`config.mk`:
```
export PLATFORM = sky130hd
export DESIGN_NAME = i2ac_top
export DESIGN_NICKNAME = d
export VERILOG_FILES = /design/src/hdl/i2ac_pkg.sv /design/src/hdl/i2ac_sync.sv /design/src/hdl/i2ac_timer.sv /design/src/hdl/i2ac_top.sv
export SDC_FILE = /design/constraint.sdc
export NUM_CORES = 1
export LEC_CHECK = 0
export ABC_AREA = 1
export ABC_CLOCK_PERIOD_IN_PS = 6300
export BUFFER_PORTS_ARGS = -buffer_cell sky130_fd_sc_hd__buf_2
export CORE_MARGIN = 2
export CORE_UTILIZATION = 65
export CTS_BUF_LIST = sky130_fd_sc_hd__clkbuf_2 sky130_fd_sc_hd__clkbuf_4 sky130_fd_sc_hd__clkbuf_8
export CTS_CLUSTER_SIZE = 10
export DETAILED_ROUTE_END_ITERATION = 12
export PLACE_DENSITY = 0.9
export SYNTH_ARGS = -nofsm -noshare
export SYNTH_HDL_FRONTEND = slang
export SYNTH_SLANG_ARGS = --single-unit
export TNS_END_PERCENT = 20
```
`constraint.sdc`:
```
create_clock -name sys_clk -period 6.3 [get_ports sys_clk]
set_clock_uncertainty 0.15 [all_clocks]
set_input_delay 0.63 -clock sys_clk [delete_from_list [all_inputs] [get_ports sys_clk]]
set_output_delay 0.63 -clock sys_clk [all_outputs]
set_load 0.01 [all_outputs]
```
`src/hdl/i2ac_pkg.sv`:
```
// register map, field positions, reset values and state codes of the two-wire controller
package i2ac_pkg;
	// ---------------------------------------------------------------
	// register byte addresses
	// ---------------------------------------------------------------
	localparam logic [31:0] ADDR_MRX = 32'hFFFF0908;
	localparam logic [31:0] ADDR_MTX = 32'hFFFF090C;
	localparam logic [31:0] ADDR_MCNT = 32'hFFFF0910;
	localparam logic [31:0] ADDR_PROG = 32'hFFFF0914;
	localparam logic [31:0] ADDR_ADR0 = 32'hFFFF0918;
	localparam logic [31:0] ADDR_ADR1 = 32'hFFFF091C;
	localparam logic [31:0] ADDR_DIV = 32'hFFFF0924;
	localparam logic [31:0] ADDR_SCON = 32'hFFFF0928;
	localparam logic [31:0] ADDR_MCTL = 32'hFFFF0930;
	localparam logic [31:0] ADDR_IST = 32'hFFFF0934;
	localparam logic [31:0] ADDR_IMSK = 32'hFFFF0938;
	localparam logic [31:0] ADDR_SOWN = 32'hFFFF093C;
	localparam logic [31:0] ADDR_STX = 32'hFFFF0940;
	// one-hot select positions
	localparam int R_MRX = 0;
	localparam int R_MTX = 1;
	localparam int R_MCNT = 2;
	localparam int R_PROG = 3;
	localparam int R_ADR0 = 4;
	localparam int R_ADR1 = 5;
	localparam int R_DIV = 6;
	localparam int R_SCON = 7;
	localparam int R_MCTL = 8;
	localparam int R_IST = 9;
	localparam int R_IMSK = 10;
	localparam int R_SOWN = 11;
	localparam int R_STX = 12;
	localparam int NREG = 13;
	// ---------------------------------------------------------------
	// fields and reset values
	// ---------------------------------------------------------------
	localparam int SCON_STXENI = 10;
	localparam int SCON_SEN = 0;
	localparam int CTL_GO = 0;
	localparam int CTL_TEN = 1;
	localparam int IRQ_DONE = 0;
	localparam int IRQ_MRX = 1;
	localparam int IRQ_NACK = 2;
	localparam int IRQ_STX = 3;
	localparam logic [15:0] DIV_RST = 16'h1F1F;
	localparam logic [8:0] MCNT_RST = 9'h000;
	localparam logic [7:0] BYTE_RST = 8'h00;
	localparam logic [3:0] ACK_BIT = 4'h8;
	localparam logic [4:0] TEN_PREFIX = 5'h1E;
	// ---------------------------------------------------------------
	// state codes
	// ---------------------------------------------------------------
	typedef enum logic [7:0] {
		ST_IDLE = 8'h01, ST_START = 8'h02, ST_LOW = 8'h04, ST_HIGH = 8'h08,
		ST_STOP_LOW = 8'h10, ST_STOP_HIGH = 8'h20, ST_RS_LOW = 8'h40, ST_RS_HIGH = 8'h80
	} i2ac_state_e;
	typedef enum logic [3:0] {BY_ADDR = 4'h1, BY_ADDR2 = 4'h2, BY_TX = 4'h4, BY_RX = 4'h8} i2ac_byte_e;
	typedef enum logic [3:0] {SL_IDLE = 4'h1, SL_ADDR = 4'h2, SL_TX = 4'h4, SL_SKIP = 4'h8} i2ac_slave_e;
endpackage : i2ac_pkg

```
`src/hdl/i2ac_sync.sv`:
```
// two-stage synchroniser for the clock and data pins
`timescale 1ns/1ps
module i2ac_sync (
	input wire logic sys_clk,
	input wire logic reset_n,
	input wire logic [1:0] din,
	output logic [1:0] dout
);
	typedef struct packed {
		logic [1:0] meta;
		logic [1:0] sync;
	} i2ac_sync_s;
	i2ac_sync_s s, n;
	// first stage feeds only the second
	always_comb begin
		n = s;
		n.meta = din;
		n.sync = s.meta;
	end
	// idle bus is high, so both stages reset high
	always_ff @(posedge sys_clk or negedge reset_n) begin
		if (!reset_n) begin
			s <= '1;
		end else begin
			s <= n;
		end
	end
	assign dout = s.sync;
endmodule : i2ac_sync

```
`src/hdl/i2ac_timer.sv`:
```
// phase timer: done comes len+1 cycles after a load
`timescale 1ns/1ps
module i2ac_timer (
	input wire logic sys_clk,
	input wire logic reset_n,
	input wire logic load,
	input wire logic [7:0] len,
	output logic done
);
	typedef struct packed {
		logic busy;
		logic [7:0] cnt;
	} i2ac_tmr_s;
	i2ac_tmr_s s, n;
	// count down to zero, then go quiet until the next load
	always_comb begin
		n = s;
		if (load) begin
			n.busy = 1'b1;
			n.cnt = len;
		end else if (s.busy) begin
			if (s.cnt == 8'h00) begin
				n.busy = 1'b0;
			end else begin
				n.cnt = s.cnt - 8'h01;
			end
		end
	end
	always_ff @(posedge sys_clk or negedge reset_n) begin
		if (!reset_n) begin
			s <= '0;
		end else begin
			s <= n;
		end
	end
	assign done = s.busy && (s.cnt == 8'h00);
endmodule : i2ac_timer

```
`src/hdl/i2ac_top.sv`:
```
// two-wire controller: apb registers, master engine and slave byte transmitter
//
// Local design decision: register access over APB.
`timescale 1ns/1ps
module i2ac_top
	import i2ac_pkg::*;
(
	input wire logic sys_clk,
	input wire logic reset_n,
	input wire logic psel,
	input wire logic penable,
	input wire logic pwrite,
	input wire logic [31:0] paddr,
	input wire logic [31:0] pwdata,
	output logic [31:0] prdata,
	output logic pready,
	output logic pslverr,
	output logic irq,
	input wire logic sclIn,
	output logic sclOut,
	output logic sclOe,
	input wire logic sdaIn,
	output logic sdaOut,
	output logic sdaOe
);
	typedef struct packed {
		i2ac_state_e st;
		i2ac_byte_e by;
		i2ac_slave_e sl;
		logic [8:0] rdCnt;
		logic [7:0] adr0;
		logic [7:0] adr1;
		logic [15:0] div;
		logic [10:0] scon;
		logic tenBit;
		logic [7:0] txHold;
		logic txValid;
		logic [7:0] shift;
		logic [3:0] bitIdx;
		logic [8:0] rxLeft;
		logic [7:0] prog;
		logic [7:0] rxData;
		logic isRead;
		logic restarted;
		logic sclLow;
		logic sdaLow;
		logic tmrGo;
		logic [3:0] irqSt;
		logic [3:0] irqMsk;
		logic [6:0] sOwn;
		logic [7:0] sTx;
		logic [7:0] sShift;
		logic [3:0] sCnt;
		logic sSdaLow;
		logic sclPrev;
		logic sdaPrev;
		logic [31:0] rdata;
	} i2ac_regs_s;
	i2ac_regs_s s, n;
	logic [1:0] pinS;
	logic sclS, sdaS, tmrRaw, tmrDone;
	logic [7:0] tmrLen;
	logic [NREG-1:0] sel;
	logic wrAcc, rdAcc, goReq, rxEvt, nackEvt, doneEvt, stxEvt;
	logic contin, stopNow, nextTx, sRise, sFall, sStart, sStop;
	logic [31:0] rdMux;

	// ---------------------------------------------------------------
	// helpers
	// ---------------------------------------------------------------
	// apb address to one-hot register select
	function automatic logic [NREG-1:0] decodeReg(logic [31:0] a);
		logic [NREG-1:0] h;
		h = '0;
		if (a == ADDR_MRX) h[R_MRX] = 1'b1;
		else if (a == ADDR_MTX) h[R_MTX] = 1'b1;
		else if (a == ADDR_MCNT) h[R_MCNT] = 1'b1;
		else if (a == ADDR_PROG) h[R_PROG] = 1'b1;
		else if (a == ADDR_ADR0) h[R_ADR0] = 1'b1;
		else if (a == ADDR_ADR1) h[R_ADR1] = 1'b1;
		else if (a == ADDR_DIV) h[R_DIV] = 1'b1;
		else if (a == ADDR_SCON) h[R_SCON] = 1'b1;
		else if (a == ADDR_MCTL) h[R_MCTL] = 1'b1;
		else if (a == ADDR_IST) h[R_IST] = 1'b1;
		else if (a == ADDR_IMSK) h[R_IMSK] = 1'b1;
		else if (a == ADDR_SOWN) h[R_SOWN] = 1'b1;
		else if (a == ADDR_STX) h[R_STX] = 1'b1;
		return h;
	endfunction : decodeReg

	// sda level for the coming low phase: data bit, ack, or release
	function automatic logic lowDrive(i2ac_byte_e by, logic [3:0] idx, logic [7:0] sh, logic [8:0] left);
		logic d;
		d = 1'b0;
		if (idx == ACK_BIT) d = (by == BY_RX) && (left != 9'h000);
		else if (by != BY_RX) d = !sh[7];
		return d;
	endfunction : lowDrive

	// ---------------------------------------------------------------
	// submodules
	// ---------------------------------------------------------------
	i2ac_sync uSync (
		.sys_clk(sys_clk),
		.reset_n(reset_n),
		.din({sclIn, sdaIn}),
		.dout(pinS)
	);
	i2ac_timer uTimer (
		.sys_clk(sys_clk),
		.reset_n(reset_n),
		.load(s.tmrGo),
		.len(tmrLen),
		.done(tmrRaw)
	);
	assign sclS = pinS[1];
	assign sdaS = pinS[0];
	// high phases use the upper divider byte, all others the lower
	assign tmrLen = (s.st inside {ST_START, ST_HIGH, ST_STOP_HIGH, ST_RS_HIGH}) ? s.div[15:8] : s.div[7:0];
	// a done seen in the load cycle belongs to the previous phase
	assign tmrDone = tmrRaw && !s.tmrGo;

	// ---------------------------------------------------------------
	// apb decode and read mux
	// ---------------------------------------------------------------
	assign sel = decodeReg(paddr);
	assign wrAcc = psel && penable && pwrite;
	assign rdAcc = psel && penable && !pwrite;
	assign goReq = wrAcc && sel[R_MCTL] && pwdata[CTL_GO];
	assign pready = 1'b1;
	assign pslverr = psel && penable && (sel == '0);
	assign prdata = s.rdata;
	// write-only transmit register reads as zero
	always_comb begin
		rdMux = '0;
		if (sel[R_MRX]) rdMux[7:0] = s.rxData;
		else if (sel[R_MCNT]) rdMux[8:0] = s.rdCnt;
		else if (sel[R_PROG]) rdMux[7:0] = s.prog;
		else if (sel[R_ADR0]) rdMux[7:0] = s.adr0;
		else if (sel[R_ADR1]) rdMux[7:0] = s.adr1;
		else if (sel[R_DIV]) rdMux[15:0] = s.div;
		else if (sel[R_SCON]) rdMux[10:0] = s.scon;
		else if (sel[R_MCTL]) rdMux[1:0] = {s.tenBit, s.st != ST_IDLE};
		else if (sel[R_IST]) rdMux[3:0] = s.irqSt;
		else if (sel[R_IMSK]) rdMux[3:0] = s.irqMsk;
		else if (sel[R_SOWN]) rdMux[6:0] = s.sOwn;
		else if (sel[R_STX]) rdMux[7:0] = s.sTx;
	end

	// ---------------------------------------------------------------
	// next state: master engine, slave, registers, interrupts
	// ---------------------------------------------------------------
	always_comb begin
		n = s;
		n.tmrGo = 1'b0;
		contin = 1'b0;
		stopNow = 1'b0;
		nextTx = 1'b0;
		rxEvt = 1'b0;
		nackEvt = 1'b0;
		doneEvt = 1'b0;
		stxEvt = 1'b0;
		// master sequencer, one clock phase per state
		case (s.st)
			ST_IDLE: if (goReq) begin
				n.st = ST_START;
				n.tmrGo = 1'b1;
				n.sdaLow = 1'b1;
				n.by = BY_ADDR;
				n.bitIdx = 4'h0;
				n.restarted = 1'b0;
				n.rxLeft = s.rdCnt;
				n.prog = BYTE_RST;
				n.isRead = s.adr0[0];
				// 10-bit header always goes out as a write first; the mode bit rides on this same write
				n.shift = pwdata[CTL_TEN] ? {s.adr0[7:1], 1'b0} : s.adr0;
			end
			ST_START: if (tmrDone) begin
				contin = 1'b1;
			end
			ST_LOW: if (tmrDone) begin
				n.st = ST_HIGH;
				n.sclLow = 1'b0;
				n.tmrGo = 1'b1;
			end
			ST_HIGH: if (tmrDone) begin
				if (s.bitIdx != ACK_BIT) begin
					n.shift = {s.shift[6:0], sdaS};
					n.bitIdx = s.bitIdx + 4'h1;
					contin = 1'b1;
				end else begin
					n.bitIdx = 4'h0;
					case (s.by)
						BY_ADDR: if (sdaS) begin
							nackEvt = 1'b1;
							stopNow = 1'b1;
						end else if (s.tenBit && !s.restarted) begin
							n.by = BY_ADDR2;
							n.shift = s.adr1;
							contin = 1'b1;
						end else if (s.isRead) begin
							n.by = BY_RX;
							contin = 1'b1;
						end else begin
							nextTx = 1'b1;
						end
						BY_ADDR2: if (sdaS) begin
							nackEvt = 1'b1;
							stopNow = 1'b1;
						end else if (s.isRead) begin
							// repeated start, then header with read bit
							n.st = ST_RS_LOW;
							n.sclLow = 1'b1;
							n.sdaLow = 1'b0;
							n.tmrGo = 1'b1;
							n.restarted = 1'b1;
						end else begin
							nextTx = 1'b1;
						end
						BY_TX: if (sdaS) begin
							nackEvt = 1'b1;
							stopNow = 1'b1;
						end else begin
							nextTx = 1'b1;
						end
						default: begin
							rxEvt = 1'b1;
							n.rxData = s.shift;
							n.prog = s.prog + 8'h01;
							if (s.rxLeft == 9'h000) begin
								stopNow = 1'b1;
							end else begin
								n.rxLeft = s.rxLeft - 9'h001;
								contin = 1'b1;
							end
						end
					endcase
				end
			end
			ST_STOP_LOW: if (tmrDone) begin
				n.st = ST_STOP_HIGH;
				n.sclLow = 1'b0;
				n.tmrGo = 1'b1;
			end
			ST_STOP_HIGH: if (tmrDone) begin
				n.st = ST_IDLE;
				n.sdaLow = 1'b0;
				doneEvt = 1'b1;
			end
			ST_RS_LOW: if (tmrDone) begin
				n.st = ST_RS_HIGH;
				n.sclLow = 1'b0;
				n.tmrGo = 1'b1;
			end
			default: if (tmrDone) begin
				n.st = ST_START;
				n.sdaLow = 1'b1;
				n.tmrGo = 1'b1;
				n.by = BY_ADDR;
				n.shift = {s.adr0[7:1], 1'b1};
			end
		endcase
		// queued byte goes out, else the write ends
		if (nextTx) begin
			if (s.txValid) begin
				n.by = BY_TX;
				n.shift = s.txHold;
				n.txValid = 1'b0;
				contin = 1'b1;
			end else begin
				stopNow = 1'b1;
			end
		end
		if (contin) begin
			n.st = ST_LOW;
			n.sclLow = 1'b1;
			n.tmrGo = 1'b1;
			n.sdaLow = lowDrive(n.by, n.bitIdx, n.shift, n.rxLeft);
		end
		if (stopNow) begin
			n.st = ST_STOP_LOW;
			n.sclLow = 1'b1;
			n.sdaLow = 1'b1;
			n.tmrGo = 1'b1;
		end
		// slave transmitter, driven from synchronised pin edges
		n.sclPrev = sclS;
		n.sdaPrev = sdaS;
		sRise = sclS && !s.sclPrev;
		sFall = !sclS && s.sclPrev;
		sStart = sclS && s.sclPrev && s.sdaPrev && !sdaS;
		sStop = sclS && s.sclPrev && !s.sdaPrev && sdaS;
		if (sStart && s.scon[SCON_SEN]) begin
			n.sl = SL_ADDR;
			n.sCnt = 4'h0;
			n.sSdaLow = 1'b0;
		end else if (sStop || sStart) begin
			n.sl = SL_IDLE;
			n.sSdaLow = 1'b0;
		end else begin
			case (s.sl)
				SL_ADDR: if (sRise) begin
					if (s.sCnt == ACK_BIT) begin
						n.sl = s.sSdaLow ? SL_TX : SL_SKIP;
						n.sCnt = 4'h0;
					end else begin
						n.sShift = {s.sShift[6:0], sdaS};
						n.sCnt = s.sCnt + 4'h1;
					end
				end else if (sFall && s.sCnt == ACK_BIT && s.sShift == {s.sOwn, 1'b1}) begin
					// only a read of our own address is answered
					n.sSdaLow = 1'b1;
					n.sShift = s.sTx;
				end
				SL_TX: if (sFall) begin
					n.sSdaLow = (s.sCnt != ACK_BIT) && !s.sShift[7];
				end else if (sRise) begin
					if (s.sCnt != ACK_BIT) begin
						n.sShift = {s.sShift[6:0], 1'b0};
						n.sCnt = s.sCnt + 4'h1;
						stxEvt = (s.sCnt == 4'h7);
					end else if (sdaS) begin
						n.sl = SL_SKIP;
					end else begin
						n.sCnt = 4'h0;
						n.sShift = s.sTx;
					end
				end
				default: n.sSdaLow = 1'b0;
			endcase
		end
		// register writes land after the engine so a fresh byte is not lost
		if (wrAcc) begin
			if (sel[R_MTX]) begin
				n.txHold = pwdata[7:0];
				n.txValid = 1'b1;
			end else if (sel[R_MCNT]) n.rdCnt = pwdata[8:0];
			else if (sel[R_ADR0]) n.adr0 = pwdata[7:0];
			else if (sel[R_ADR1]) n.adr1 = pwdata[7:0];
			else if (sel[R_DIV]) n.div = pwdata[15:0];
			else if (sel[R_SCON]) n.scon = pwdata[10:0];
			else if (sel[R_MCTL]) n.tenBit = pwdata[CTL_TEN];
			else if (sel[R_IMSK]) n.irqMsk = pwdata[3:0];
			else if (sel[R_SOWN]) n.sOwn = pwdata[6:0];
			else if (sel[R_STX]) n.sTx = pwdata[7:0];
		end
		// read data captured in the setup cycle
		if (psel && !penable) n.rdata = rdMux;
		// status clears on read, a same-cycle event wins
		if (rdAcc && sel[R_IST]) n.irqSt = 4'h0;
		if (doneEvt) n.irqSt[IRQ_DONE] = 1'b1;
		if (rxEvt) n.irqSt[IRQ_MRX] = 1'b1;
		if (nackEvt) n.irqSt[IRQ_NACK] = 1'b1;
		if (stxEvt && s.scon[SCON_STXENI]) n.irqSt[IRQ_STX] = 1'b1;
	end

	always_ff @(posedge sys_clk or negedge reset_n) begin
		if (!reset_n) begin
			s <= '0;
			s.st <= ST_IDLE;
			s.by <= BY_ADDR;
			s.sl <= SL_IDLE;
			s.rdCnt <= MCNT_RST;
			s.div <= DIV_RST;
			s.sclPrev <= 1'b1;
			s.sdaPrev <= 1'b1;
		end else begin
			s <= n;
		end
	end

	// pins are open drain: only ever pulled low
	assign sclOut = 1'b0;
	assign sdaOut = 1'b0;
	assign sclOe = s.sclLow;
	assign sdaOe = s.sdaLow || s.sSdaLow;
	assign irq = |(s.irqSt & s.irqMsk);
endmodule : i2ac_top

```
==> metrics.txt <==
# TYPE chip_impl_metric gauge
chip_impl_info{name="outcome",value="completed"} 1
chip_impl_metric{name="power.share.switching",unit="%"} 26.7
chip_impl_metric{name="detail_route.first_pass.iterations",unit=""} 6
chip_impl_info{name="crit-reg2reg-capture",value="uTimer.s[1]"} 1
chip_impl_metric{name="leakage_power_summed_over_all_cells",unit="nW"} 5.74
chip_impl_metric{name="yosys_warning_total",unit=""} 0
chip_impl_metric{name="cts_max_path_buffers",unit=""} 2
chip_impl_metric{name="timing.final.setup_violations",unit=""} 0
chip_impl_metric{name="floorplan.rows",unit=""} 47
chip_impl_metric{name="route.final.wire_length",unit="mm"} 29.3
chip_impl_metric{name="initial_antenna_violation_count",unit=""} 0
chip_impl_metric{name="clkSinkCount",unit=""} 187
chip_impl_metric{name="global_route_wire_length_before_repair",unit="mm"} 47.2
chip_impl_metric{name="drive_gt1_share",unit="%"} 13.4
chip_impl_metric{name="r2r_setup_slk",unit="ns"} 3.17
chip_impl_metric{name="fin_crit_sh",unit="%"} 56.1
chip_impl_info{name="hold_path_end",value="uSync.n[0]"} 1
chip_impl_info{name="setup.worst_path.start_class",value="primary input"} 1
chip_impl_metric{name="timing.max_cap.violations",unit=""} 0
chip_impl_metric{name="numPortBuffers",unit=""} 74
chip_impl_metric{name="cts_repair_resize_count",unit=""} 0
chip_impl_metric{name="gr-usage-met1",unit="%"} 45.6
chip_impl_metric{name="synth.lib_cells_used.distinct",unit=""} 51
chip_impl_metric{name="grt_remaining_overflow",unit=""} 0
chip_impl_metric{name="syn_inst",unit=""} 1491
chip_impl_metric{name="hold_violations",unit=""} 0
chip_impl_metric{name="place_congestion",unit=""} 1.00
chip_impl_metric{name="fillerInstances",unit=""} 1368
chip_impl_metric{name="die_w",unit="µm"} 134
chip_impl_metric{name="synth_largest_type_area_fraction",unit="%"} 38.5
chip_impl_metric{name="grt_util_met2",unit="%"} 53.6
chip_impl_metric{name="worstHoldPathCells",unit=""} 1
chip_impl_metric{name="syn_area_per_cell",unit="µm²"} 7.32
chip_impl_metric{name="core_utilization_of_the_finished_layout",unit="%"} 70.6
chip_impl_info{name="worst_hold_startpoint",value="sdaIn"} 1
chip_impl_info{name="netlist.top_cell.by_area",value="dfrtp_1"} 1
chip_impl_info{name="hold_class",value="in2reg"} 1
chip_impl_metric{name="reg2reg_depth",unit=""} 9
chip_impl_metric{name="worst-path-max-fanout",unit=""} 27
chip_impl_info{name="endpoint_kind",value="primary output"} 1
chip_impl_metric{name="global_route.usage.met3",unit="%"} 6.62
chip_impl_metric{name="total_switching_power",unit="mW"} 0.625
chip_impl_metric{name="die_height",unit="µm"} 134
chip_impl_metric{name="powerDensity",unit="mW/mm²"} 201
chip_impl_metric{name="clock_pin_transition_on_the_worst_setup_and_hold_timing_paths",unit="ns"} 0.09
chip_impl_metric{name="detail-route-antenna-nets",unit=""} 0
chip_impl_metric{name="global_route.usage.total",unit="%"} 33.5
chip_impl_metric{name="hold_buffers",unit=""} 0
chip_impl_metric{name="max_slew.worst_pin.slew",unit="ns"} 1.05
chip_impl_metric{name="cp.arrival",unit="ns"} 2.76
chip_impl_metric{name="synthToLayoutAreaGrowth",unit="%"} 6.94
chip_impl_metric{name="num-nets-final",unit=""} 1614
chip_impl_metric{name="netlist_area",unit="mm²"} 0.0109
chip_impl_metric{name="num_antenna_cells",unit=""} 0
chip_impl_info{name="clock-root-buffer",value="clkbuf_8"} 1
chip_impl_info{name="cts_tree",value="built"} 1
chip_impl_metric{name="achievable-frequency",unit="MHz"} 283
chip_impl_metric{name="multi_input_area",unit="mm²"} 0.00515
chip_impl_metric{name="slew_viol_final",unit=""} 0
chip_impl_metric{name="cts_buffers",unit=""} 17
chip_impl_info{name="synthTopCellsByArea",value="dfrtp_1, nand2_1, o21ai_0"} 1
chip_impl_info{name="crit-reg2reg-launch",value="s[182]"} 1
chip_impl_metric{name="setup_tns",unit="ns"} 0
chip_impl_metric{name="fin_total_pwr",unit="mW"} 2.35
chip_impl_metric{name="clock_power_share",unit="%"} 36.6
chip_impl_metric{name="seq_area_frac_synth",unit="%"} 43.1
chip_impl_info{name="rsz0062_at_grt",value="false"} 1
chip_impl_metric{name="power.ir.vdd_worst",unit="mV"} 0.153
chip_impl_metric{name="worstSkewPairLatency",unit="ns"} 0.48
chip_impl_metric{name="final_period_minus_worst_setup_slack",unit="ns"} 3.54
chip_impl_metric{name="comb_power_share",unit="%"} 9.4
chip_impl_metric{name="maximum_number_of_pins_on_one_net_before_global_route_repair",unit=""} 133
chip_impl_metric{name="dpl_cell_area",unit="mm²"} 0.0112
chip_impl_metric{name="drt-initial-drc-count",unit=""} 1116
chip_impl_metric{name="timing.max_slew.rel_slack",unit="%"} 30.2
chip_impl_metric{name="hpwl",unit="mm"} 21.5
chip_impl_metric{name="floorplan.initialDensity",unit="%"} 66.0
chip_impl_info{name="global_route.peak_usage_layer",value="met2"} 1
chip_impl_metric{name="final_cell_area",unit="mm²"} 0.0117
chip_impl_metric{name="yosys_register_bits",unit=""} 187
chip_impl_metric{name="ff_latch_area",unit="mm²"} 0.00470
chip_impl_metric{name="area_of_the_die",unit="mm²"} 0.0178
chip_impl_metric{name="final_routed_wire_length_divided_by_cell_count",unit="µm"} 16.5
chip_impl_metric{name="power.internal",unit="mW"} 1.72
chip_impl_metric{name="critPathRequiredTime",unit="ns"} 5.52
chip_impl_metric{name="vias",unit=""} 10400
chip_impl_metric{name="vias_per_cell",unit=""} 5.87
chip_impl_metric{name="grt_pass1_vias",unit=""} 9530
chip_impl_metric{name="coreArea",unit="mm²"} 0.0165
chip_impl_metric{name="drcViolationCount",unit=""} 0
chip_impl_metric{name="h_tree_level_count",unit=""} 4
chip_impl_metric{name="power_frac_seq",unit="%"} 54.0
chip_impl_info{name="timing.setup.critical_path_class",value="in2out"} 1
chip_impl_metric{name="post_cts_setup_buffers",unit=""} 0
chip_impl_metric{name="ioPinCount",unit=""} 110
## cells in the final DEF, fill, tap and decap left out, drive strengths merged, types with 8 or more instances in the layout
cell      n
nand2   405
inv     186
nor2    169
dfrtp   168
o21ai   164
a21oi    80
buf      78
nand3    78
nand4    46
clkbuf   20
conb     19
dfstp    19
nor3     19
o22ai     9
a221oi    9
clkinv    8
## per-layer routing
| layer | up-vias | share of wire (%) |
|---|---|---|
| li1 | 4923 | - |
| met1 | 4824 | 41 |
| met2 | 559 | 46 |
| met3 | 78 | 9.8 |
| met4 | 0 | 2.9 |
| met5 | - | 0 |
## per-stage QoR
| step | hold WS (ns) | instances | setup slack [ns] |
|---|---|---|---|
| floorplan | 0.184 | 1508 | 3.69 |
| global placement | 0.196 | 1737 | 2.88 |
| detailed placement | 0.198 | 1737 | 2.84 |
| CTS | 0.0796 | 1769 | 2.83 |
| global route | 0.0660 | 1769 | 2.57 |
| finish | 0.0935 | 1769 | 2.76 |
## state kept, by name, summed over array words and instances (netlist names)
register / cells
uSync.dout: 2
prdata: 16
sclOe: 1
uSync.n: 2
uTimer.s: 9
s: 157
## power by group through the flow
stage                     combinational, mW  clock (mW)  sequential (mW)
after floorplan                       0.140           0             1.28
after global placement                0.213           0             1.29
after detailed placement              0.217           0             1.29
after CTS                             0.218       0.861             1.26
after global routing                  0.245       0.910             1.27
final                                 0.221       0.859             1.27
## worst max-delay path: stages
cell	delay [ns]
buf_2	0.10
nand2_1	0.06
nor2_1	0.09
nand2_1	0.09
nor2_4	0.48
inv_1	0.19
nor4_2	0.53
inv_1	0.21
nand3_1	0.15
nor4_1	0.08
buf_2	0.14
## area by class of cell
cell class              instances  share of cell area (%)
multi-input cells            1064                    44.1
well taps                     220                    2.36
flip-flops and latches        187                    40.3
clock buffers                  19                    2.24
repair buffers                 79                    3.57
inverters                     187                    6.01
clock inverters                13                    1.42
## kinds of logic (layout without fill, tap and decap cells)
| logic type | count (synthesis) | in the layout | synth area share (%) |
|---|---|---|---|
| buffers and inverters | 257 | 298 | 10.3 |
| AOI/OAI and AO/OA | 296 | 296 | 14.9 |
| xor gates and xnor gates | 3 | 3 | 0.241 |
| muxes | 7 | 7 | 0.722 |
| other | 2 | 19 | 0.0688 |
| and+or+nand+nor | 732 | 732 | 29.9 |
| adders and majority gates | 7 | 7 | 0.803 |
| DFF | 187 | 187 | 43.1 |
## worst max path at each step
| stage | start | to | slack (ns) | cells after the start |
|---|---|---|---|---|
| global route | paddr[21] | pslverr | 2.57 | 11 |
| global placement | paddr[17] | pslverr | 2.88 | 11 |
| detailed placement | paddr[21] | pslverr | 2.84 | 11 |
| floorplan | paddr[9] | pslverr | 3.69 | 11 |
| CTS | paddr[21] | pslverr | 2.83 | 11 |
| finish | paddr[21] | pslverr | 2.76 | 11 |
## cells in the mapped netlist, drive strengths merged
master and count:
nand2 405, inv 184, nor2 169, dfrtp 168, o21ai 164, a21oi 80, nand3 78, buf 48
nand4 46, clkbuf 22, dfstp 19, nor3 19, a221oi 9, o22ai 9, ha 7, mux2 7
nor4 7, o211ai 7, o31ai 6, or2 6, a211oi 3, a31oi 3, clkinv 3, o21a 3
o32ai 3, xor2 3, a22o 2, a22oi 2, conb 2, o2111ai 2, a41oi 1, nand3b 1
nor4b 1, o21bai 1, o311ai 1
Power figures use the tool's default switching activity.
